<file path="src/logic/bjs_params.svh">
// Constants of the branch, jump and skip control block.
// Assumes inclusion by bare name from the package only.
`ifndef BJS_PARAMS_SVH
`define BJS_PARAMS_SVH

// Program counter layout
`define BJS_PC_W          22
`define BJS_Z_W           16
`define BJS_EXT_W         6
`define BJS_OFS_W         12
`define BJS_PC_NARROW_W   16

// Status flag bit positions
`define BJS_FLAG_C        0
`define BJS_FLAG_Z        1
`define BJS_FLAG_N        2
`define BJS_FLAG_V        3
`define BJS_FLAG_S        4
`define BJS_FLAG_H        5
`define BJS_FLAG_T        6
`define BJS_FLAG_I        7

// Cycle counts per instruction
`define BJS_CYC_NOT_TAKEN   3'h1
`define BJS_CYC_TAKEN       3'h2
`define BJS_CYC_SKIP_ONE    3'h2
`define BJS_CYC_SKIP_TWO    3'h3
`define BJS_CYC_REL_JUMP    3'h2
`define BJS_CYC_ABS_JUMP    3'h3
`define BJS_CYC_IND_JUMP    3'h2
`define BJS_CYC_CALL_NARROW 3'h3
`define BJS_CYC_CALL_WIDE   3'h4
`define BJS_CYC_EXT_CALL    3'h4
`define BJS_CYC_RET_NARROW  3'h4
`define BJS_CYC_RET_WIDE    3'h5

// Register map, byte addresses on the bus
`define BJS_ADDR_W        8
`define BJS_OFS_EXT       8'h00
`define BJS_OFS_STATUS    8'h04
`define BJS_OFS_LASTPC    8'h08
`define BJS_EXT_RST       6'h00
`define BJS_STAT_BUSY     0
`define BJS_STAT_SKIP     1
`define BJS_STAT_IRQ      2

`endif

</file>
<file path="src/logic/bjs_pkg.sv">
// Types of the branch, jump and skip control block.
// Assumes the constants header sits beside it.
`include "bjs_params.svh"

package bjs_pkg;

  typedef enum logic [5:0] {
    OP_INDIRECT_JUMP,
    OP_EXTENDED_INDIRECT_JUMP,
    OP_INDIRECT_CALL,
    OP_EXTENDED_INDIRECT_CALL,
    OP_RELATIVE_JUMP,
    OP_ABSOLUTE_JUMP,
    OP_RELATIVE_SUBROUTINE_ENTRY,
    OP_SUBROUTINE_EXIT,
    OP_INTERRUPT_HANDLER_EXIT,
    OP_COMPARE_SKIP_EQUAL,
    OP_SKIP_REG_BIT_CLEAR,
    OP_SKIP_REG_BIT_SET,
    OP_SKIP_IO_BIT_CLEAR,
    OP_SKIP_IO_BIT_SET,
    OP_BRANCH_FLAG_SET,
    OP_BRANCH_FLAG_CLEAR,
    OP_BRANCH_EQUAL,
    OP_BRANCH_NOT_EQUAL,
    OP_BRANCH_CARRY_ONE,
    OP_BRANCH_CARRY_ZERO,
    OP_BRANCH_SAME_OR_HIGHER,
    OP_BRANCH_UNSIGNED_LOWER,
    OP_BRANCH_MINUS,
    OP_BRANCH_PLUS,
    OP_BRANCH_SIGNED_GE,
    OP_BRANCH_SIGNED_LESS,
    OP_BRANCH_HALF_CARRY_ONE,
    OP_BRANCH_HALF_CARRY_ZERO,
    OP_BRANCH_TRANSFER_BIT_ONE,
    OP_BRANCH_TRANSFER_BIT_ZERO,
    OP_BRANCH_OVERFLOW_ONE,
    OP_BRANCH_OVERFLOW_ZERO,
    OP_BRANCH_IRQ_ON,
    OP_BRANCH_IRQ_OFF
  } bjs_op_t;

  typedef enum logic {
    ST_IDLE,
    ST_EXEC
  } bjs_state_t;

  typedef struct packed {
    bjs_state_t            state;
    logic [2:0]            cnt;
    logic [`BJS_PC_W-1:0]  pcNext;
    logic [`BJS_PC_W-1:0]  retAddr;
    logic                  pushRet;
    logic                  popRet;
    logic                  irqSet;
    logic                  skipped;
  } bjs_ctrl_t;

  typedef struct packed {
    logic [`BJS_EXT_W-1:0] ext;
    logic [31:0]           rdata;
    logic                  slvErr;
  } bjs_reg_t;

endpackage

</file>
<file path="src/logic/bjs_cond_eval.sv">
// Condition evaluator for skips and conditional branches.
// Assumes operands are stable while the instruction is offered.
`timescale 1ns/1ns

module bjs_cond_eval (
  // Instruction
  input  wire bjs_pkg::bjs_op_t op,
  input  wire logic [2:0]       flagSel,
  input  wire logic [2:0]       bitSel,
  // Operands
  input  wire logic [7:0]       flags,
  input  wire logic [7:0]       rdVal,
  input  wire logic [7:0]       rrVal,
  input  wire logic [7:0]       ioVal,
  // Result
  output logic                  condTrue,
  output logic                  isCond
);

  always_comb
  begin
    condTrue = 1'b0;
    isCond   = 1'b1;
    unique case (op)
      bjs_pkg::OP_COMPARE_SKIP_EQUAL:
        condTrue = (rdVal == rrVal);
      bjs_pkg::OP_SKIP_REG_BIT_CLEAR:
        condTrue = ~rrVal[bitSel];
      bjs_pkg::OP_SKIP_REG_BIT_SET:
        condTrue = rrVal[bitSel];
      bjs_pkg::OP_SKIP_IO_BIT_CLEAR:
        condTrue = ~ioVal[bitSel];
      bjs_pkg::OP_SKIP_IO_BIT_SET:
        condTrue = ioVal[bitSel];
      bjs_pkg::OP_BRANCH_FLAG_SET:
        condTrue = flags[flagSel];
      bjs_pkg::OP_BRANCH_FLAG_CLEAR:
        condTrue = ~flags[flagSel];
      bjs_pkg::OP_BRANCH_CARRY_ONE,
      bjs_pkg::OP_BRANCH_UNSIGNED_LOWER:
        condTrue = flags[`BJS_FLAG_C];
      bjs_pkg::OP_BRANCH_CARRY_ZERO,
      bjs_pkg::OP_BRANCH_SAME_OR_HIGHER:
        condTrue = ~flags[`BJS_FLAG_C];
      bjs_pkg::OP_BRANCH_SIGNED_GE:
        condTrue = ~(flags[`BJS_FLAG_N] ^ flags[`BJS_FLAG_V]);
      bjs_pkg::OP_BRANCH_SIGNED_LESS:
        condTrue = flags[`BJS_FLAG_N] ^ flags[`BJS_FLAG_V];
      bjs_pkg::OP_BRANCH_HALF_CARRY_ONE:
        condTrue = flags[`BJS_FLAG_H];
      bjs_pkg::OP_BRANCH_HALF_CARRY_ZERO:
        condTrue = ~flags[`BJS_FLAG_H];
      bjs_pkg::OP_BRANCH_TRANSFER_BIT_ONE:
        condTrue = flags[`BJS_FLAG_T];
      bjs_pkg::OP_BRANCH_TRANSFER_BIT_ZERO:
        condTrue = ~flags[`BJS_FLAG_T];
      bjs_pkg::OP_BRANCH_OVERFLOW_ONE:
        condTrue = flags[`BJS_FLAG_V];
      bjs_pkg::OP_BRANCH_OVERFLOW_ZERO:
        condTrue = ~flags[`BJS_FLAG_V];
      bjs_pkg::OP_BRANCH_IRQ_ON:
        condTrue = flags[`BJS_FLAG_I];
      bjs_pkg::OP_BRANCH_IRQ_OFF:
        condTrue = ~flags[`BJS_FLAG_I];
      bjs_pkg::OP_BRANCH_EQUAL:
        condTrue = flags[`BJS_FLAG_Z];
      bjs_pkg::OP_BRANCH_NOT_EQUAL:
        condTrue = ~flags[`BJS_FLAG_Z];
      bjs_pkg::OP_BRANCH_MINUS:
        condTrue = flags[`BJS_FLAG_N];
      bjs_pkg::OP_BRANCH_PLUS:
        condTrue = ~flags[`BJS_FLAG_N];
      default:
        isCond = 1'b0;
    endcase
  end

endmodule

</file>
<file path="src/logic/bjs_apb_regs.sv">
// APB register slave: extension register, status and last target.
// Assumes an APB master on the same clock; zero wait states.
`timescale 1ns/1ns

module bjs_apb_regs (
  // Clock and reset
  input  wire logic                   clock,
  input  wire logic                   rst,
  // APB slave
  input  wire logic                   psel,
  input  wire logic                   penable,
  input  wire logic                   pwrite,
  input  wire logic [`BJS_ADDR_W-1:0] paddr,
  input  wire logic [31:0]            pwdata,
  output logic [31:0]                 prdata,
  output logic                        pready,
  output logic                        pslverr,
  // Block side
  input  wire logic [2:0]             statusBits,
  input  wire logic [`BJS_PC_W-1:0]   lastPc,
  output logic [`BJS_EXT_W-1:0]       jumpUpperExt
);

  bjs_pkg::bjs_reg_t q;
  bjs_pkg::bjs_reg_t d;

  function automatic logic mapped(input logic [`BJS_ADDR_W-1:0] a);
    mapped = (a == `BJS_OFS_EXT) || (a == `BJS_OFS_STATUS) ||
             (a == `BJS_OFS_LASTPC);
  endfunction

  always_comb
  begin
    d = q;
    // Read data and error are captured in the setup phase
    if (psel && !penable)
    begin
      d.slvErr = ~mapped(paddr);
      d.rdata  = 32'h0;
      if (!pwrite)
      begin
        unique case (paddr)
          `BJS_OFS_EXT:    d.rdata[`BJS_EXT_W-1:0] = q.ext;
          `BJS_OFS_STATUS: d.rdata[2:0] = statusBits;
          `BJS_OFS_LASTPC: d.rdata[`BJS_PC_W-1:0] = lastPc;
          default:         d.rdata = 32'h0;
        endcase
      end
    end
    if (psel && penable && pwrite && paddr == `BJS_OFS_EXT)
      d.ext = pwdata[`BJS_EXT_W-1:0];
  end

  always_ff @(posedge clock)
  begin
    if (rst)
    begin
      q.ext    <= `BJS_EXT_RST;
      q.rdata  <= 32'h0;
      q.slvErr <= 1'b0;
    end
    else
      q <= d;
  end

  assign pready       = 1'b1;
  assign prdata       = q.rdata;
  assign pslverr      = q.slvErr & psel & penable;
  assign jumpUpperExt = q.ext;

endmodule

</file>
<file path="src/logic/bjs_flow_ctrl.sv">
// Program-flow control: next PC and cycle count for jumps, calls,
// returns, skips and conditional branches.
// Assumes operands are valid while opValid is high and the core takes
// the result in the cycle resultValid is high.
//
// Implementation choices: the register offsets and the APB interface to the registers.
`timescale 1ns/1ns

module bjs_flow_ctrl #(
  parameter int PC_WIDTH = `BJS_PC_W
) (
  // Clock and reset
  input  wire logic                   clock,
  input  wire logic                   rst,
  // Instruction request
  input  wire logic                   opValid,
  output logic                        opReady,
  input  wire bjs_pkg::bjs_op_t       op,
  input  wire logic [2:0]             flagSel,
  input  wire logic [2:0]             bitSel,
  input  wire logic [`BJS_OFS_W-1:0]  offsetK,
  input  wire logic [`BJS_PC_W-1:0]   absTarget,
  input  wire logic                   nextTwoWord,
  // Core state
  input  wire logic [`BJS_PC_W-1:0]   pcIn,
  input  wire logic [`BJS_Z_W-1:0]    zPtr,
  input  wire logic [7:0]             rdVal,
  input  wire logic [7:0]             rrVal,
  input  wire logic [7:0]             ioVal,
  input  wire logic [7:0]             flags,
  input  wire logic [`BJS_PC_W-1:0]   stackPc,
  // Result
  output logic                        resultValid,
  output logic [`BJS_PC_W-1:0]        pcNext,
  output logic [`BJS_PC_W-1:0]        retAddr,
  output logic                        pushRet,
  output logic                        popRet,
  output logic                        setIrqEnable,
  output logic                        skipped,
  // APB slave
  input  wire logic                   psel,
  input  wire logic                   penable,
  input  wire logic                   pwrite,
  input  wire logic [`BJS_ADDR_W-1:0] paddr,
  input  wire logic [31:0]            pwdata,
  output logic [31:0]                 prdata,
  output logic                        pready,
  output logic                        pslverr
);

  localparam logic [2:0] CycCall = (PC_WIDTH > `BJS_PC_NARROW_W) ?
                                   `BJS_CYC_CALL_WIDE :
                                   `BJS_CYC_CALL_NARROW;
  localparam logic [2:0] CycRet  = (PC_WIDTH > `BJS_PC_NARROW_W) ?
                                   `BJS_CYC_RET_WIDE :
                                   `BJS_CYC_RET_NARROW;

  bjs_pkg::bjs_ctrl_t        q;
  bjs_pkg::bjs_ctrl_t        d;
  logic                      condTrue;
  logic                      isCond;
  logic [`BJS_EXT_W-1:0]     jumpUpperExt;
  logic                      accept;
  logic [2:0]                cyc;
  logic [`BJS_PC_W-1:0]      target;

  function automatic logic [`BJS_PC_W-1:0] relTarget(
    input logic [`BJS_PC_W-1:0] pc,
    input logic [`BJS_OFS_W-1:0] k
  );
    logic [`BJS_PC_W-1:0] kExt;
    kExt = {{(`BJS_PC_W-`BJS_OFS_W){k[`BJS_OFS_W-1]}}, k};
    relTarget = pc + kExt + `BJS_PC_W'(1);
  endfunction

  function automatic logic [`BJS_PC_W-1:0] stepPc(
    input logic [`BJS_PC_W-1:0] pc,
    input logic [2:0]           n
  );
    stepPc = pc + `BJS_PC_W'(n);
  endfunction

  bjs_cond_eval u_cond (
    .op       (op),
    .flagSel  (flagSel),
    .bitSel   (bitSel),
    .flags    (flags),
    .rdVal    (rdVal),
    .rrVal    (rrVal),
    .ioVal    (ioVal),
    .condTrue (condTrue),
    .isCond   (isCond)
  );

  bjs_apb_regs u_regs (
    .clock        (clock),
    .rst          (rst),
    .psel         (psel),
    .penable      (penable),
    .pwrite       (pwrite),
    .paddr        (paddr),
    .pwdata       (pwdata),
    .prdata       (prdata),
    .pready       (pready),
    .pslverr      (pslverr),
    .statusBits   ({q.irqSet, q.skipped, ~opReady}),
    .lastPc       (q.pcNext),
    .jumpUpperExt (jumpUpperExt)
  );

  assign opReady = (q.state == bjs_pkg::ST_IDLE);
  assign accept  = opValid & opReady;

  // Target and cycle count of the offered instruction
  always_comb
  begin
    target = stepPc(pcIn, 3'h1);
    cyc    = `BJS_CYC_NOT_TAKEN;
    unique case (op)
      bjs_pkg::OP_INDIRECT_JUMP:
      begin
        target = {{`BJS_EXT_W{1'b0}}, zPtr};
        cyc    = `BJS_CYC_IND_JUMP;
      end
      bjs_pkg::OP_EXTENDED_INDIRECT_JUMP:
      begin
        target = {jumpUpperExt, zPtr};
        cyc    = `BJS_CYC_IND_JUMP;
      end
      bjs_pkg::OP_INDIRECT_CALL:
      begin
        target = {{`BJS_EXT_W{1'b0}}, zPtr};
        cyc    = CycCall;
      end
      bjs_pkg::OP_EXTENDED_INDIRECT_CALL:
      begin
        target = {jumpUpperExt, zPtr};
        cyc    = `BJS_CYC_EXT_CALL;
      end
      bjs_pkg::OP_RELATIVE_JUMP:
      begin
        target = relTarget(pcIn, offsetK);
        cyc    = `BJS_CYC_REL_JUMP;
      end
      bjs_pkg::OP_ABSOLUTE_JUMP:
      begin
        target = absTarget;
        cyc    = `BJS_CYC_ABS_JUMP;
      end
      bjs_pkg::OP_RELATIVE_SUBROUTINE_ENTRY:
      begin
        target = relTarget(pcIn, offsetK);
        cyc    = CycCall;
      end
      bjs_pkg::OP_SUBROUTINE_EXIT,
      bjs_pkg::OP_INTERRUPT_HANDLER_EXIT:
      begin
        target = stackPc;
        cyc    = CycRet;
      end
      bjs_pkg::OP_COMPARE_SKIP_EQUAL,
      bjs_pkg::OP_SKIP_REG_BIT_CLEAR,
      bjs_pkg::OP_SKIP_REG_BIT_SET,
      bjs_pkg::OP_SKIP_IO_BIT_CLEAR,
      bjs_pkg::OP_SKIP_IO_BIT_SET:
      begin
        if (condTrue)
        begin
          // Skip over a one- or two-word instruction
          cyc    = nextTwoWord ? `BJS_CYC_SKIP_TWO
                               : `BJS_CYC_SKIP_ONE;
          target = stepPc(pcIn, cyc);
        end
      end
      default:
      begin
        if (isCond && condTrue)
        begin
          target = relTarget(pcIn, offsetK);
          cyc    = `BJS_CYC_TAKEN;
        end
      end
    endcase
  end

  always_comb
  begin
    d = q;
    unique case (q.state)
      bjs_pkg::ST_IDLE:
      begin
        if (accept)
        begin
          d.state   = bjs_pkg::ST_EXEC;
          d.cnt     = 3'(cyc - 3'h1);
          d.pcNext  = target;
          d.retAddr = stepPc(pcIn, 3'h1);
          d.pushRet = (op == bjs_pkg::OP_INDIRECT_CALL) ||
                      (op == bjs_pkg::OP_EXTENDED_INDIRECT_CALL) ||
                      (op == bjs_pkg::OP_RELATIVE_SUBROUTINE_ENTRY);
          d.popRet  = (op == bjs_pkg::OP_SUBROUTINE_EXIT) ||
                      (op == bjs_pkg::OP_INTERRUPT_HANDLER_EXIT);
          d.irqSet  = (op == bjs_pkg::OP_INTERRUPT_HANDLER_EXIT);
          d.skipped = isCond && condTrue &&
                      (op == bjs_pkg::OP_COMPARE_SKIP_EQUAL ||
                       op == bjs_pkg::OP_SKIP_REG_BIT_CLEAR ||
                       op == bjs_pkg::OP_SKIP_REG_BIT_SET ||
                       op == bjs_pkg::OP_SKIP_IO_BIT_CLEAR ||
                       op == bjs_pkg::OP_SKIP_IO_BIT_SET);
        end
      end
      bjs_pkg::ST_EXEC:
      begin
        if (q.cnt == 3'h0)
          d.state = bjs_pkg::ST_IDLE;
        else
          d.cnt = 3'(q.cnt - 3'h1);
      end
    endcase
  end

  always_ff @(posedge clock)
  begin
    if (rst)
    begin
      q.state   <= bjs_pkg::ST_IDLE;
      q.cnt     <= 3'h0;
      q.pcNext  <= {`BJS_PC_W{1'b0}};
      q.retAddr <= {`BJS_PC_W{1'b0}};
      q.pushRet <= 1'b0;
      q.popRet  <= 1'b0;
      q.irqSet  <= 1'b0;
      q.skipped <= 1'b0;
    end
    else
      q <= d;
  end

  assign resultValid  = (q.state == bjs_pkg::ST_EXEC) && (q.cnt == 3'h0);
  assign pcNext       = q.pcNext;
  assign retAddr      = q.retAddr;
  assign pushRet      = q.pushRet;
  assign popRet       = q.popRet;
  assign setIrqEnable = resultValid & q.irqSet;
  assign skipped      = q.skipped;

  // Checks
  localparam int CallDly = (PC_WIDTH > `BJS_PC_NARROW_W) ? 4 : 3;
  localparam int RetDly  = (PC_WIDTH > `BJS_PC_NARROW_W) ? 5 : 4;
endmodule

</file>
<file path="config.mk">
export PLATFORM = sky130hd
export DESIGN_NAME = bjs_flow_ctrl
export DESIGN_NICKNAME = d
export VERILOG_FILES = /design/src/logic/bjs_pkg.sv /design/src/logic/bjs_cond_eval.sv /design/src/logic/bjs_apb_regs.sv /design/src/logic/bjs_flow_ctrl.sv
export VERILOG_INCLUDE_DIRS = /design/src /design/src/logic
export SDC_FILE = /design/constraint.sdc
export NUM_CORES = 1
export LEC_CHECK = 0
export ABC_CLOCK_PERIOD_IN_PS = 3900
export BUFFER_PORTS_ARGS = -buffer_cell sky130_fd_sc_hd__buf_2
export CAP_MARGIN = 20
export CELL_PAD_IN_SITES_DETAIL_PLACEMENT = 1
export CELL_PAD_IN_SITES_GLOBAL_PLACEMENT = 1
export CORE_ASPECT_RATIO = 0.5
export CORE_MARGIN = 10
export CORE_UTILIZATION = 37
export DETAILED_ROUTE_END_ITERATION = 8
export GPL_ROUTABILITY_DRIVEN = 0
export HOLD_SLACK_MARGIN = 0.1
export PLACE_DENSITY = 0.81
export SETUP_SLACK_MARGIN = 0.05
export SLEW_MARGIN = 20
export SYNTH_ARGS = -nofsm -noshare
export SYNTH_HDL_FRONTEND = slang
export SYNTH_HIERARCHICAL = 1
export SYNTH_SLANG_ARGS = --single-unit
export TNS_END_PERCENT = 30
</file>
<file path="constraint.sdc">
create_clock -name clock -period 3.9 [get_ports clock]
set_clock_uncertainty 0.2 [all_clocks]
set_input_delay 0.585 -clock clock [delete_from_list [all_inputs] [get_ports clock]]
set_output_delay 0.585 -clock clock [all_outputs]
set_load 0.03 [all_outputs]
</file>
# Word level (Yosys, flattened, before mapping)
# Index checks and enable logic that the tools add are counted.
# classes
n_addsub,6
magnitude_cmp,2
n_eq_ne,38
mux,23
bitwise_logic,18
reduce_logical,32
# op_table
op,n
$pmux W22 S6,1
$eq A6 B5 Y1 const B,16
$mux W22,3
$mux W52,1
$eq A6 B4 Y1 const B,8
$add A22 B1 Y22 const B,2
$reduce_or A25 Y1,1
$eq A6 B3 Y1 const B,4
$pmux W1 S23,1
$add A22 B2 Y22,1
$add A22 B22 Y22,1
$mux W16,1
$pmux W3 S5,1
$not A1 Y1,13
$eq A6 B2 Y1 const B,2
$eq A6 B6 Y1 const B,2
$reduce_or A2 Y1,6
$bmux W1 S3,3
$logic_or A1 B1 Y1,9
$pmux W3 S3,1
$eq A8 B3 Y1 const B,1
$eq A8 B4 Y1 const B,1
$eq A8 B8 Y1,1
$logic_not A8 Y1,1
19 further kinds,38
# totals
regBits,91
in_bits,185
output_inout_bits,84

# Longest topological paths before layout
# depth
word_depth,10
ltp_mapped,15
depth_no_buf,12

# Modules after synthesis
# The synthesis kept the hierarchy.
# by_module_without_submodules
module,instances,cells_per_inst,area_per_inst_um2,seq_area_each_um2
bjs_flow_ctrl,1,780,5550.3,1041.0
bjs_apb_regs,1,207,1720.4,580.6
bjs_cond_eval,1,74,681.9,0.0

# Worst setup path after synthesis
# Ideal clock, no wire load.
# synth_timing
path_kind,input -> register
from,input port bitSel[1]
to,register pcNext[7] (netlist name)
setup_ns,0.070
t_arrival_ns,3.118
required_time_ns,3.630
path_slack_ns,0.512
stages,12
path_buffers,2
cell_sequence,mux4_1 -> mux2i_1 -> mux2i_1 -> o31ai_1 -> nand4b_1 -> clkbuf_1 -> nand2_1 -> nor2_1 -> nor2_1 -> clkbuf_1 -> or3b_2 -> a21oi_1
# synth_via
elab_chain_cells,7
elab_cells_between_ends,11
classes_between,mux (8); bitwise (2); reduce/logical (1)
# synth_rtl
item,line_no,source
start: declaration,bjs_flow_ctrl.sv:20,"input wire logic [2:0] bitSel,"
"$bmux W1 S3, on equally long branches",--,
"$mux W1, on equally long branches",--,
"$not A1 Y1, on equally long branches","bjs_cond_eval.sv:32, bjs_cond_eval.sv:28",
$pmux W1 S23 *,bjs_cond_eval.sv:24,unique case (op)
net condTrue,bjs_flow_ctrl.sv:60,logic condTrue;
$logic_and A1 B1 Y1,bjs_flow_ctrl.sv:177,if (isCond && condTrue)
$mux W22,bjs_flow_ctrl.sv:177,
$pmux W22 S6 *,bjs_flow_ctrl.sv:119,unique case (op)
# Mark *: on every way through the listed nets, which the timed path passes. The rest lies on a longest branch. The select of a mux whose other input is x is not followed.
# A chain may end at the register's enable or synchronous reset.

# Worst setup path in the final report
# layout_timing
from,input port pcIn[0]
to,register pcNext[18] (netlist name)
# layout_via
elab_chain_cells,4
elab_cells_between_ends,7
classes_between,add/sub (4); mux (3)
# layout_rtl
item,line_no,source
start: declaration,bjs_flow_ctrl.sv:25,"input wire logic [`BJS_PC_W-1:0] pcIn,"
$add A22 B22 Y22,bjs_flow_ctrl.sv:73,relTarget = pc + kExt + `BJS_PC_W'(1);
$add A22 B1 Y22,bjs_flow_ctrl.sv:73,
$mux W22,bjs_flow_ctrl.sv:177,
$pmux W22 S6 *,bjs_flow_ctrl.sv:119,
# Mark *: on every way between the ends. The rest lies on a longest branch, timed or not.

==> results.md <==
* Metal-1 WL at approximately 14000 um
* CTS max path bufs at 2
* Netlist Area Pre-Place at 0.00795 mm^2
* Initial core utilization at 38.2%
* Comb pwr share at 35.4%
* Startpoint types: input port
* Leakage power at 3.72 nW
* Die width at around 230 um
* Top layer in use: met5
* Total clock buffers created by CTS at 9
* Cell taking the most area after synthesis: dfxtp_1
* Avg Cell Area, Syn at 7.50 um^2
* Via count at 8801
* Crit-path max FO at 12
* Global route overflow at 0
* 1st-iter DRT viols at just over 800
* Worst setup EP type: flop
* Top post-synthesis cells by count: nand2_1, buf_4, dfxtp_1, nor2_1, a21oi_1
* DRT antenna net count at 0
* Initial antenna violation count at 6
* Clock sink total at 81
* Setup CP Type: input port to flop
* DR vias/cell at 6.00
* CTS tree: yes
* Met2 routed WL at 15800 um
* Crit path cell chain: buf_2 > inv_1 > ha_1 > inv_1 > fa_1 > a211oi_1 > o21ai_0 > nand3_1 > a2111oi_0 > buf_4 > or3_1 > nand3_1
* Fin nets at 1396
* Async SR Flop Fraction at 0%
* Port bufs at approximately 230
* Skew-Pair Late Insertion Delay at 350 ps
* Mapped Cells at 1061
* Sequential area share after synthesis at 20.4%
* WP buf/inv at 4
* RSZ-0062 raised after global routing: false
* Crit path max-delay family: compound AO/OA/AOI/OAI gates
* Top FF cell, synth: dfxtp_1
* First-pass GRT wire length at around 50000 um
* Largest net degree at the start of global routing at 50
* Worst Min Path Start: u_regs/prdata[13]
* CP endpoint: pcNext[18]
* Num rows at 37
* Final hold viol count at 0
* Internal Pwr Total at 1.73 mW
* Final period util at between 90% and 100%
* PwrDens at 310 mW/mm^2
* Core outline area at 0.0208 mm^2
* Register-to-Register Path Depth at 6
* Vias in the first global route at 8918
* Fmax at 0.268 GHz
* Worst-Margin Slew at 972 ps
* Area after DPL at slightly below 0.009 mm^2
* Slew Limit Fails at 0
* Area grow syn2layout at 13.6%
* CP Launch Point: pcIn[0]
* Reg clk slew, reported paths at 70 ps
* Synth Register Bits at 81
* Post-synth EDFFs at 0
* WL/cell at 23.3 um
* Detailed placement HPWL at 27800 um
* Crit path time final at 3730 ps
* Data required time of the worst path at 3920 ps
* Worst EP arrival at ~3800 ps
* Final core occ at 43.4%
* Final non-filler cell total at 1467
* H-tree depth at 3
* Count of cell types in the netlist at 83
* Slew margin rel. at 35.2%
* Met3 wire length at between 3000 and 4000 um
* Reg power frac at 33.3%
* CTS Hold Buffers Added at 0
* Total global-route track usage at 22.9%
* Status: finished, final reports clean
* RR Endpoint: pcNext[3]
* Slowest CP cell: a2111oi_0
* Post-CTS Repair Setup Buffers at 0
* CTS-repair resized insts at 0
* Max VDD drop at approximately 0.19 mV
* HP Class: flop to flop
* DIE AREA at 0.0281 mm^2
* Switching Fraction at between 30% and 40%
* Final worst slack at 165 ps
* Area contributors post-synth: dfxtp_1, buf_4, nand2_1
* Crit path depth at 12
* Share of cells above drive strength 1 at 26.0%
* DRC at 0
* Die H at 124 um
* Ports at roughly 270
* Total Wirelength at around 34000 um
* P_sw at roughly 1.1 mW
* Post-synth top area share at 20.4%
* Clock share of power at between 30% and 40%
* DP Worst Slack at -55.5 ps
* Drt pass-1 iters at 6
* Setup violations, final at 0
* Placed cells at 1445
* Post-route cell area at 0.00903 mm^2
* Most frequent cell after synthesis: nand2_1
* Yosys warns at 6
* FF-to-FF Start: q[51]
* Root buf cell: clkbuf_16
* R2r setup slk at 1020 ps
* Slowest stage delay, CP at 850 ps
* Number of max-cap violations at 0
-- flip-flops by register name, summed over array words and instances, names as in the netlist --
signal	count
q	5
u_regs/q	1
pcNext	22
u_regs/prdata	22
u_regs/jumpUpperExt	6
skipped	1
pushRet	1
popRet	1
retAddr	22
-- tightest hold or removal path, delay by kind of cell (launching register included) --
family / cells / cell delay, ps
flip-flops: 1 / 310
AO/OA/AOI/OAI: 1 / 50
AND/OR/NAND/NOR: 1 / 50
-- power by group through the flow --
| stage | clock network [mW] | registers (mW) | logic (mW) |
|---|---|---|---|
| after floorplan | 0 | 0.921 | 0.693 |
| after global placement | 0 | 0.946 | 0.936 |
| after detailed placement | 0 | 0.949 | 0.968 |
| after CTS | 0.896 | 0.930 | 0.976 |
| after global routing | 0.930 | 0.937 | 1.07 |
| final | 0.877 | 0.934 | 0.991 |
-- metrics by stage --
stage | TNS (ps) | hold WS (ps) | total power [mW]
after floorplan | 0 | 232 | 1.61
after global placement | 0 | 238 | 1.88
final | 0 | 251 | 2.80
after detailed placement | -55.5 | 245 | 1.92
after global routing | 0 | 271 | 2.93
after CTS | 0 | 256 | 2.80
-- cells in the final DEF (no fill, tap or decap), drive strengths merged, types with 19 or more instances in the layout --
cell type    n
buf        265
nand2      100
dfxtp       81
nor2        76
a21oi       75
o21ai       56
nand3       39
nand4       39
xnor2       33
nor3        30
ha          27
a211oi      26
and2        23
nand2b      21
mux2i       19
inv         19
-- worst min path at each step --
stage / depth (start not counted) / slack (ps) / to
4_1_cts: 2 / 260 / u_regs/prdata[13]
3_3_place_gp: 2 / 240 / u_regs/prdata[17]
2_1_floorplan: 2 / 230 / u_regs/q[0]
5_1_grt: 2 / 270 / u_regs/prdata[10]
6_report: 2 / 250 / u_regs/prdata[13]
3_5_place_dp: 2 / 250 / u_regs/prdata[5]
-- layer usage --
metal  up-vias  track usage (%)
met5         -                0
met4         4             7.61
met3        68             7.41
met2       391             37.8
met1      4265             28.0
li1       4073                -
-- layout make-up --
| type | count | area (um^2) |
|---|---|---|
| Fill cell | 2720 | 11800 |
| Multi-Input combinational cell | 808 | 5270 |
| Sequential cell | 81 | 1620 |
| Timing Repair Buffer | 265 | 1420 |
| Tap cell | 273 | 342 |
| Clock buffer | 10 | 229 |
| Clock inverter | 6 | 67.6 |
| Inverter | 18 | 67.6 |
| Antenna cell | 6 | 15.0 |
-- cell families (layout without fill, tap and decap cells) --
group | after synthesis | after routing | share of synthesized area [%]
DFF | 81 | 81 | 20.4
xor gates and xnor gates | 45 | 45 | 4.96
and+or+nand+nor | 416 | 416 | 27.3
AOI/OAI and AO/OA | 277 | 277 | 23.6
muxes | 31 | 31 | 5.13
other | 2 | 17 | 0.0944
adders and majority gates | 28 | 28 | 4.50
buffers and inverters | 181 | 299 | 14.1
No activity file was read; power rests on OpenSTA's default activity.
